<file path="config.mk">
export PLATFORM = sky130hd
export DESIGN_NAME = lts_supervisor
export DESIGN_NICKNAME = d
export VERILOG_FILES = /design/src/lts_fifo_mem.v /design/src/lts_fifo.v /design/src/lts_supervisor.v
export VERILOG_INCLUDE_DIRS = /design/src
export SDC_FILE = /design/constraint.sdc
export NUM_CORES = 1
export LEC_CHECK = 0
export ABC_AREA = 1
export BUFFER_PORTS_ARGS = -buffer_cell sky130_fd_sc_hd__buf_2
export CORE_MARGIN = 5
export CORE_UTILIZATION = 55
export CTS_CLUSTER_DIAMETER = 60
export DETAILED_ROUTE_END_ITERATION = 8
export PLACE_DENSITY_LB_ADDON = 0.3
export SYNTH_ARGS = -nofsm -noshare
export SYNTH_HDL_FRONTEND = slang
export SYNTH_SLANG_ARGS = --single-unit
</file>
<file path="constraint.sdc">
create_clock -name clk -period 2.45 [get_ports clk]
set_input_delay 0 -clock clk [delete_from_list [all_inputs] [get_ports clk]]
set_output_delay 0 -clock clk [all_outputs]
set_load 0.05 [all_outputs]
</file>
<file path="src/lts_map.vh">
`ifndef LTS_MAP_VH
`define LTS_MAP_VH

// ---------------------------------------------------------------------
// timing (clock 20 MHz, 50 ns)
// ---------------------------------------------------------------------
`define LTS_CLK_PERIOD_NS 50
`define LTS_DOM_TX_TIME_US 20000
`define LTS_PERM_REC_TIME_US 40
`define LTS_DOM_BUS_TIME_US 20000
`define LTS_WAKE_PATTERN_TIME_US 150
`define LTS_GLITCH_TIME_US 28
`define LTS_BUS_WAKE_TIME_US 150
// least times round up to whole cycles
`define LTS_US_TO_CYC_UP(t) (((t) * 1000 + `LTS_CLK_PERIOD_NS - 1) / `LTS_CLK_PERIOD_NS)
`define LTS_DOM_TX_CYC `LTS_US_TO_CYC_UP(`LTS_DOM_TX_TIME_US)
`define LTS_PERM_REC_CYC `LTS_US_TO_CYC_UP(`LTS_PERM_REC_TIME_US)
`define LTS_DOM_BUS_CYC `LTS_US_TO_CYC_UP(`LTS_DOM_BUS_TIME_US)
`define LTS_WAKE_PATTERN_CYC `LTS_US_TO_CYC_UP(`LTS_WAKE_PATTERN_TIME_US)
`define LTS_GLITCH_CYC `LTS_US_TO_CYC_UP(`LTS_GLITCH_TIME_US)
`define LTS_BUS_WAKE_CYC `LTS_US_TO_CYC_UP(`LTS_BUS_WAKE_TIME_US)

// ---------------------------------------------------------------------
// field positions of the status word
// ---------------------------------------------------------------------
`define LTS_ST_TXDOM 0
`define LTS_ST_PREC 1
`define LTS_ST_PDOM 2
`define LTS_ST_WIDTH 3

// ---------------------------------------------------------------------
// fifo defaults and wake-up type select codes
// ---------------------------------------------------------------------
`define LTS_FIFO_WIDTH 1
`define LTS_FIFO_DEPTH 16
`define LTS_WU_PATTERN 1'b0
`define LTS_WU_STATE 1'b1

`endif

</file>
<file path="src/lts_fifo_mem.v">
`timescale 1ns/1ps
// small storage array with registered read data
module lts_fifo_mem #(
    parameter WIDTH = 1,
    parameter DEPTH = 16,
    parameter AW = 4
) (
    // clock
    input wire clk,
    // write side
    input wire wr_en,
    input wire [AW-1:0] wr_addr,
    input wire [WIDTH-1:0] wr_data,
    // read side
    input wire [AW-1:0] rd_addr,
    output reg [WIDTH-1:0] rd_data
);
    reg [WIDTH-1:0] mem [0:DEPTH-1];

    // write port and registered read port
    always @(posedge clk) begin
        if (wr_en) begin
            mem[wr_addr] <= wr_data;
        end
        rd_data <= mem[rd_addr];
    end
endmodule

</file>
<file path="src/lts_fifo.v">
`timescale 1ns/1ps
// synchronous fifo, valid/ready on both sides, show-ahead output
module lts_fifo #(
    parameter WIDTH = 1,
    parameter DEPTH = 16,
    parameter AW = 4
) (
    // clock and reset
    input wire clk,
    input wire rst_n,
    // fill side
    input wire in_valid,
    output wire in_ready,
    input wire [WIDTH-1:0] in_data,
    // drain side
    output reg out_valid,
    input wire out_ready,
    output wire [WIDTH-1:0] out_data
);
    reg [AW:0] count_reg;
    reg [AW-1:0] wptr_reg;
    reg [AW-1:0] rptr_reg;
    wire push;
    wire pop;
    wire load;
    wire [AW-1:0] rptr_next;
    wire mem_avail;

    // the memory word count excludes the word held at the output
    assign in_ready = (count_reg != DEPTH[AW:0]);
    assign push = in_valid & in_ready;
    assign mem_avail = (count_reg != {(AW+1){1'b0}});
    assign load = mem_avail & (~out_valid | out_ready);
    assign pop = out_valid & out_ready;
    assign rptr_next = load ? rptr_reg + 1'b1 : rptr_reg;

    // pointers, count and output valid
    always @(posedge clk or negedge rst_n) begin
        if (!rst_n) begin
            count_reg <= {(AW+1){1'b0}};
            wptr_reg <= {AW{1'b0}};
            rptr_reg <= {AW{1'b0}};
            out_valid <= 1'b0;
        end else begin
            if (push) begin
                wptr_reg <= wptr_reg + 1'b1;
            end
            rptr_reg <= rptr_next;
            count_reg <= count_reg + {{AW{1'b0}}, push}
                - {{AW{1'b0}}, load};
            if (load) begin
                out_valid <= 1'b1;
            end else if (pop) begin
                out_valid <= 1'b0;
            end
        end
    end

    lts_fifo_mem #(
        .WIDTH(WIDTH),
        .DEPTH(DEPTH),
        .AW(AW)
    ) u_mem (
        .clk(clk),
        .wr_en(push),
        .wr_addr(wptr_reg),
        .wr_data(in_data),
        .rd_addr(load ? rptr_reg : rptr_reg - 1'b1),
        .rd_data(out_data)
    );
endmodule

</file>
<file path="src/lts_supervisor.v">
`timescale 1ns/1ps
`include "lts_map.vh"
// Contract
// - transceiver enabled right after supply power-on reset, no command needed
// - transmitter off on timeout, perm recessive, thermal, supply or v1 fault
// - thermal level1 from global sensor, or cluster four sensor when clustered
// - receiver never disabled by faults; reactivated after thermal fail-safe
// - tx input dominant past timeout disables transmitter, sets timeout flag
// - latched tx disables hold until software clears the matching flag
// - timeout enable low turns off dominant timeout detection
// - tx dominant without rx following in time disables tx, sets flag
// - bus dominant too long sets permanent dominant flag, tx stays on
// - standby accepts lin wake-up, pattern or state change, pattern default
// - recessive-dominant-recessive with dominant at least 28 us glitch time wakes device
// - dominant pulses under 28 us glitch time never cause wake-up
// - state mode, entered recessive: dominant held wake time wakes device
// - state mode, entered dominant: recessive held wake time wakes device
// - supply over/undervoltage tristates lin output, receiver keeps working
module lts_supervisor #(
    parameter DOM_TX_CYC = `LTS_DOM_TX_CYC,
    parameter DOM_BUS_CYC = `LTS_DOM_BUS_CYC,
    parameter CW = 20,
    parameter FIFO_DEPTH = `LTS_FIFO_DEPTH,
    parameter FIFO_AW = 4
) (
    // clock and reset (reset is the supply power-on reset)
    input wire clk,
    input wire rst_n,
    // protocol controller side
    input wire txd_in,
    input wire txd_valid,
    output wire txd_ready,
    output reg rxd_out,
    // lin bus pin
    input wire lin_in,
    output reg lin_out,
    output reg lin_oe,
    // fault inputs
    input wire thermal_shutdown_level1,
    input wire global_sensor_thermal_shutdown_level1,
    input wire cluster_four_sensor,
    input wire cluster_mode,
    input wire thermal_fail_safe,
    input wire regulator_supply_ov,
    input wire regulator_supply_uv,
    input wire v1_uv,
    // control
    input wire tx_timeout_detect_enable,
    input wire wakeup_type_select,
    input wire standby_mode,
    input wire clear_tx_dominant_timeout,
    input wire clear_permanent_recessive,
    input wire clear_permanent_dominant,
    // status
    output reg tx_dominant_timeout_flag,
    output reg permanent_recessive_flag,
    output reg permanent_dominant_flag,
    output reg tx_enabled,
    output reg rx_enabled,
    output reg wakeup_pulse
);
    // ---------------------------------------------------------------------
    // constants and state
    // ---------------------------------------------------------------------
    localparam [CW-1:0] PREC_LIM = `LTS_PERM_REC_CYC;
    localparam [CW-1:0] GLITCH_LIM = `LTS_GLITCH_CYC;
    localparam [CW-1:0] PAT_LIM = `LTS_WAKE_PATTERN_CYC;
    localparam [CW-1:0] BUSWU_LIM = `LTS_BUS_WAKE_CYC;
    localparam [CW-1:0] DTX_LIM = DOM_TX_CYC;
    localparam [CW-1:0] DBUS_LIM = DOM_BUS_CYC;

    localparam [1:0] WU_IDLE = 2'b00;
    localparam [1:0] WU_ARMED = 2'b01;
    localparam [1:0] WU_DOM = 2'b10;
    localparam [1:0] WU_SEEN = 2'b11;

    // saturating counter step: count while cond, else clear
    function [CW-1:0] cnt_step;
        input cond;
        input [CW-1:0] cur;
        begin
            if (!cond) begin
                cnt_step = {CW{1'b0}};
            end else if (cur == {CW{1'b1}}) begin
                cnt_step = cur;
            end else begin
                cnt_step = cur + 1'b1;
            end
        end
    endfunction

    reg [CW-1:0] txdom_cnt_reg;
    reg [CW-1:0] prec_cnt_reg;
    reg [CW-1:0] busdom_cnt_reg;
    reg [CW-1:0] wu_cnt_reg;
    reg [1:0] wu_state_reg;
    reg [1:0] wu_state_next;
    reg entry_level_reg;
    reg standby_d_reg;
    reg tx_bit_reg;
    reg prec_wait_reg;
    reg tx_prev_reg;
    wire fifo_valid;
    wire fifo_data;
    wire thermal_shutdown_level1_sel;
    wire supply_fault;
    wire tx_block;
    wire tx_dom;
    wire bus_dom;
    wire txdom_hit;
    wire prec_hit;
    wire busdom_hit;

    // ---------------------------------------------------------------------
    // transmit data path through the fifo
    // ---------------------------------------------------------------------
    lts_fifo #(
        .WIDTH(`LTS_FIFO_WIDTH),
        .DEPTH(FIFO_DEPTH),
        .AW(FIFO_AW)
    ) u_fifo (
        .clk(clk),
        .rst_n(rst_n),
        .in_valid(txd_valid),
        .in_ready(txd_ready),
        .in_data(txd_in),
        .out_valid(fifo_valid),
        .out_ready(1'b1),
        .out_data(fifo_data)
    );

    // hold last bit while drained; recessive after reset
    always @(posedge clk or negedge rst_n) begin
        if (!rst_n) begin
            tx_bit_reg <= 1'b1;
        end else if (fifo_valid) begin
            tx_bit_reg <= fifo_data;
        end
    end

    // ---------------------------------------------------------------------
    // fault decode
    // ---------------------------------------------------------------------
    assign thermal_shutdown_level1_sel = (cluster_mode ? cluster_four_sensor
        : global_sensor_thermal_shutdown_level1) | thermal_shutdown_level1;
    assign supply_fault = regulator_supply_ov | regulator_supply_uv;
    assign tx_block = tx_dominant_timeout_flag | permanent_recessive_flag
        | thermal_shutdown_level1_sel | supply_fault | v1_uv | standby_mode;
    assign tx_dom = ~tx_bit_reg;
    assign bus_dom = ~lin_in;
    // no transmitter-enable term here: a cleared flag must set again
    // while the dominant input is still standing
    assign txdom_hit = tx_timeout_detect_enable
        & (txdom_cnt_reg >= DTX_LIM);
    assign prec_hit = prec_wait_reg & (prec_cnt_reg >= PREC_LIM);
    assign busdom_hit = busdom_cnt_reg >= DBUS_LIM;

    // ---------------------------------------------------------------------
    // fault timers
    // ---------------------------------------------------------------------
    always @(posedge clk or negedge rst_n) begin
        if (!rst_n) begin
            txdom_cnt_reg <= {CW{1'b0}};
            prec_cnt_reg <= {CW{1'b0}};
            busdom_cnt_reg <= {CW{1'b0}};
            prec_wait_reg <= 1'b0;
            tx_prev_reg <= 1'b1;
        end else begin
            tx_prev_reg <= tx_bit_reg;
            txdom_cnt_reg <= cnt_step(tx_dom & tx_timeout_detect_enable,
                txdom_cnt_reg);
            busdom_cnt_reg <= cnt_step(bus_dom, busdom_cnt_reg);
            // arm on tx falling edge, disarm when rx follows
            if (tx_prev_reg & ~tx_bit_reg & tx_enabled) begin
                prec_wait_reg <= 1'b1;
            end else if (bus_dom | ~tx_dom) begin
                prec_wait_reg <= 1'b0;
            end
            prec_cnt_reg <= cnt_step(prec_wait_reg & ~bus_dom,
                prec_cnt_reg);
        end
    end

    // ---------------------------------------------------------------------
    // latched status flags, set wins over clear
    // ---------------------------------------------------------------------
    always @(posedge clk or negedge rst_n) begin
        if (!rst_n) begin
            tx_dominant_timeout_flag <= 1'b0;
            permanent_recessive_flag <= 1'b0;
            permanent_dominant_flag <= 1'b0;
        end else begin
            if (txdom_hit) begin
                tx_dominant_timeout_flag <= 1'b1;
            end else if (clear_tx_dominant_timeout) begin
                tx_dominant_timeout_flag <= 1'b0;
            end
            if (prec_hit) begin
                permanent_recessive_flag <= 1'b1;
            end else if (clear_permanent_recessive) begin
                permanent_recessive_flag <= 1'b0;
            end
            if (busdom_hit) begin
                permanent_dominant_flag <= 1'b1;
            end else if (clear_permanent_dominant) begin
                permanent_dominant_flag <= 1'b0;
            end
        end
    end

    // ---------------------------------------------------------------------
    // transmitter, receiver and pin drive
    // ---------------------------------------------------------------------
    always @(posedge clk or negedge rst_n) begin
        if (!rst_n) begin
            tx_enabled <= 1'b0;
            rx_enabled <= 1'b0;
            lin_out <= 1'b0;
            lin_oe <= 1'b0;
            rxd_out <= 1'b1;
        end else begin
            tx_enabled <= ~tx_block;
            // receiver stays on, back on after thermal fail-safe
            rx_enabled <= 1'b1 | thermal_fail_safe;
            // open drain: drive low only while dominant
            lin_out <= 1'b0;
            lin_oe <= ~tx_block & tx_dom & ~supply_fault;
            rxd_out <= lin_in;
        end
    end

    // ---------------------------------------------------------------------
    // wake-up decoder
    // ---------------------------------------------------------------------
    always @* begin
        wu_state_next = wu_state_reg;
        case (wu_state_reg)
            WU_IDLE: begin
                if (standby_mode & ~standby_d_reg) begin
                    wu_state_next = WU_ARMED;
                end
            end
            WU_ARMED: begin
                if (wakeup_type_select == `LTS_WU_PATTERN) begin
                    if (bus_dom) begin
                        wu_state_next = WU_DOM;
                    end
                end else if (wu_cnt_reg >= BUSWU_LIM) begin
                    wu_state_next = WU_SEEN;
                end
            end
            WU_DOM: begin
                if (!bus_dom) begin
                    // dominant at least glitch time is a valid pattern
                    if (wu_cnt_reg >= GLITCH_LIM) begin
                        wu_state_next = WU_SEEN;
                    end else begin
                        wu_state_next = WU_ARMED;
                    end
                end
            end
            WU_SEEN: begin
                wu_state_next = WU_IDLE;
            end
            default: begin
                wu_state_next = WU_IDLE;
            end
        endcase
        if (!standby_mode) begin
            wu_state_next = WU_IDLE;
        end
    end

    // wake state, entry level capture and timer
    always @(posedge clk or negedge rst_n) begin
        if (!rst_n) begin
            wu_state_reg <= WU_IDLE;
            wu_cnt_reg <= {CW{1'b0}};
            entry_level_reg <= 1'b1;
            standby_d_reg <= 1'b0;
            wakeup_pulse <= 1'b0;
        end else begin
            standby_d_reg <= standby_mode;
            wu_state_reg <= wu_state_next;
            if (standby_mode & ~standby_d_reg) begin
                entry_level_reg <= lin_in;
            end
            if (wu_state_reg == WU_DOM) begin
                wu_cnt_reg <= cnt_step(bus_dom, wu_cnt_reg);
            end else if (wu_state_reg == WU_ARMED) begin
                // state mode counts the level opposite to entry
                wu_cnt_reg <= cnt_step(wakeup_type_select
                    & (lin_in != entry_level_reg), wu_cnt_reg);
            end else begin
                wu_cnt_reg <= {CW{1'b0}};
            end
            wakeup_pulse <= (wu_state_next == WU_SEEN);
        end
    end
endmodule

</file>
==> flow_summary.ini <==
[cells_and_area]
filler_cell_count = 1115
areaGrowthSynthToFinish_pct = 15.4
drive_gt1_share_pct = 12.4
most_frequent_cells_in_the_layout = nand2_1, inv_1, dfrtp_1, nand3_1, nor2_1
num-nets-final = 1028
antenna_cells = 0
layout_commonest_cell = nand2_1
final_cell_count_no_fill = 1177

[die]
initial_standard_cell_utilization_of_the_core_pct = 55.3
die_height_um = 125
die_width_um = 125
io_pins = 29
floorplan.core_area_um2 = 13100
design.die.area_um2 = 15600
std_cell_rows = 42

[logic_synthesis]
yosysSeqAreaShare_pct = 44.6
synth-xor-area-share_pct = 3.27
share_of_synthesized_area_spent_on_multiplexers_pct = 0.138
synth-simple-area-share_pct = 31.9
ys_warn_count = 0
synth_compound_gate_area_share_pct = 7.79
syn_avg_cell_area_um2 = 7.78
mappedNetlistArea_um2 = 7240
flop_and_latch_count_out_of_synthesis = 126
synthesis.nets = 971
post_synth_num_cell_types = 47
synth_enable_flop_cells = 16
synth_top_family_by_area = simple AND/OR/NAND/NOR gates
synth_async_sr_flop_share_pct = 86.5
post_synth_inst_count = 931
synth-adder-area-share_pct = 3.73
synth_top_flop_cell = dfrtp_1

[power_and_ir_drop]
ir_drop_v = 0.000552
powerDensity_nw_per_um2 = 743
total_leakage_power_nw = 3.89

[global_routing]
groute.layer.met2.usage_pct = 33.7
antenna_found_initial = 0
grt_use_met1_pct = 27.3
grt_overflow = 0
grt.busiest_layer = met2
grt_pass1_wl_mm = 27.0
use_met3_pct = 6.05
global_route.usage.total_pct = 20.9
number_of_global_route_vias_before_repair = 6059
grt_start_max_net_pins = 46

[detailed_routing]
first_iter_violations = 629
avgRoutedWirePerCell_um = 13.2
drt_drc_violations_left = 0
firstDrtPassIters = 6
post_route_ant_nets = 0
vias_per_cell = 5.29
wl_mm = 15.5
via_count = 6226

[cts]
cts.repair_timing.setup_buffer_count = 0
cts_htree_levels = 4
cts_num_sinks = 126
clock_latency_ns = 0.42
cts_root_buf = clkbuf_16
clock_path_buffers = 2
tritoncts.num_buffers = 17
cts.reportedPaths.clkPinSlew_ns = 0.05
cts_tree = done

[critical_path]
worst-path-max-fanout = 4
timing.critical_path.from_type = flop
critical_path.startpoint = u_fifo.count_reg[3]
worst_setup_path_endpoint = u_fifo.count_reg[4]
cp.arrival_ns = 2.59
timing.rr.end = u_fifo.count_reg[4]
critical_path_class = reg2reg
r2r_setup_slk_ns = 0.17
required_ns = 2.75
critical_path.endpoint_type = flop
r2r_cell_count = 11
regToRegStartpoint = u_fifo.count_reg[3]

[outcome]
outcome = completed

[timing]
finalHoldViolations = 0
worst-slew-pin-transition_ns = 0.596
clock.fmax_mhz = 438
setup-violations-final = 0
setup_repair_after_global_routing_missed_its_margin = no
final.setup_skew_ns = 0.00892
setup_total_negative_slack_ns = 0
layout_min_cycle_time_ns = 2.28
slew-limit-headroom_pct = 60.3
final-max-slew-violation-count = 0
period_share_pct = 93.2
worst_slack_ns = 0.167

[flow_run]
drv.max_cap_violation_count = 0

[place]
detailed_place_hpwl_mm = 11.0
dp_cells = 1128
globalplace.congestion = 0.889
portBuffers = 26
place_ws_ns = 0.123

[min_path]
timing.hold.worst.class = in2async
-- critical path, cell delays in order, from the launching register on --
cell	delay [ns]
dfrtp_1	0.38
inv_1	0.09
ha_2	0.21
nand3_1	0.11
ha_1	0.30
inv_1	0.07
ha_1	0.16
inv_1	0.06
fa_1	0.40
o21ai_1	0.16
a21oi_1	0.09
xor2_1	0.14
-- logic make-up (layout without fill, tap and decap cells) --
logic type,after synthesis,in the layout
buffers and inverters,157,227
muxes,1,1
DFF,126,126
other,2,2
xor gates and xnor gates,27,27
and+or+nand+nor,498,498
AOI/OAI and AO/OA,99,99
adders and majority gates,21,21
-- worst min-delay path by stage --
| stage | from | to |
|---|---|---|
| after floorplan | rst_n | busdom_cnt_reg[0] |
| after detailed placement | rst_n | busdom_cnt_reg[6] |
| final | rst_n | busdom_cnt_reg[7] |
| after global routing | rst_n | busdom_cnt_reg[6] |
| after global placement | rst_n | busdom_cnt_reg[6] |
| after CTS | rst_n | busdom_cnt_reg[6] |
-- what timing repair did --
action | 4_1_cts | 5_1_grt
resized for setup | 0 | 2
setup endpoints to repair | 0 | 1
endpoints found under the hold margin | 76 | 0
hold buffers | 17 | 0
-- synthesized netlist by cell type (2+ instances only) --
library cell / n / area [µm²]
o211ai_1: 2 / 15.0
conb_1: 2 / 7.51
a31o_2: 3 / 26.3
o21ai_0: 36 / 180
buf_4: 2 / 15.0
nand2_2: 2 / 12.5
nor4_1: 5 / 31.3
dfstp_2: 4 / 105
nor3_1: 34 / 170
nand3_1: 99 / 495
nand3b_1: 9 / 67.6
nand2_1: 190 / 713
inv_1: 123 / 462
o31ai_1: 5 / 37.5
o21ai_1: 12 / 60.1
a31oi_1: 8 / 50.1
clkbuf_1: 5 / 18.8
nor2_2: 7 / 43.8
nand4_2: 2 / 25.0
buf_2: 4 / 20.0
o211a_1: 2 / 20.0
nor2_1: 99 / 372
nor3_2: 8 / 80.1
or2_2: 7 / 43.8
clkinv_1: 2 / 7.51
nand3_2: 4 / 40.0
a21oi_1: 26 / 130
ha_1: 20 / 250
dfrtp_1: 105 / 2630
xnor2_1: 3 / 26.3
inv_2: 20 / 75.1
nand4_1: 28 / 175
edfxtp_1: 16 / 480
xor2_1: 24 / 210
-- metrics by stage --
| stage | power, mW | util [%] | hold WS, ns | instance area, µm² |
|---|---|---|---|---|
| floorplan | 3.42 | - | -0.296 | 7240 |
| global placement | 3.70 | 58.0 | 0.0494 | 7590 |
| detailed placement | 3.73 | 58.0 | 0.0520 | 7590 |
| CTS | 6.26 | 63.8 | 0.157 | 8350 |
| global route | 6.59 | 63.9 | 0.183 | 8360 |
| finish | 6.21 | 63.9 | 0.126 | 8360 |
-- area by class of cell --
type                    instances  area (µm²)  area share [%]
multi-input cells             648        3400            40.7
flip-flops and latches        126        3230            38.7
inverters                     145         544            6.51
clock buffers                  22         474            5.68
repair buffers                 50         368            4.40
well taps                     176         220            2.64
clock inverters                10         114            1.36
-- where the power goes --
part / internal, mW / leakage (nW) / switching [mW]
sequential: 2.34 / 1.62 / 0.152
clock: 1.57 / 0.278 / 0.921
combinational: 0.460 / 2.00 / 0.769
total: 4.37 / 3.89 / 1.84
-- per-layer routing --
metal,up-vias,part of all wire [%],wire length [µm]
met1,2899,47,7220
met5,-,0,0
met4,0,1.5,232
met2,133,48,7390
met3,23,4.1,637
li1,3171,-,-
No activity file was read; power rests on OpenSTA's default activity.
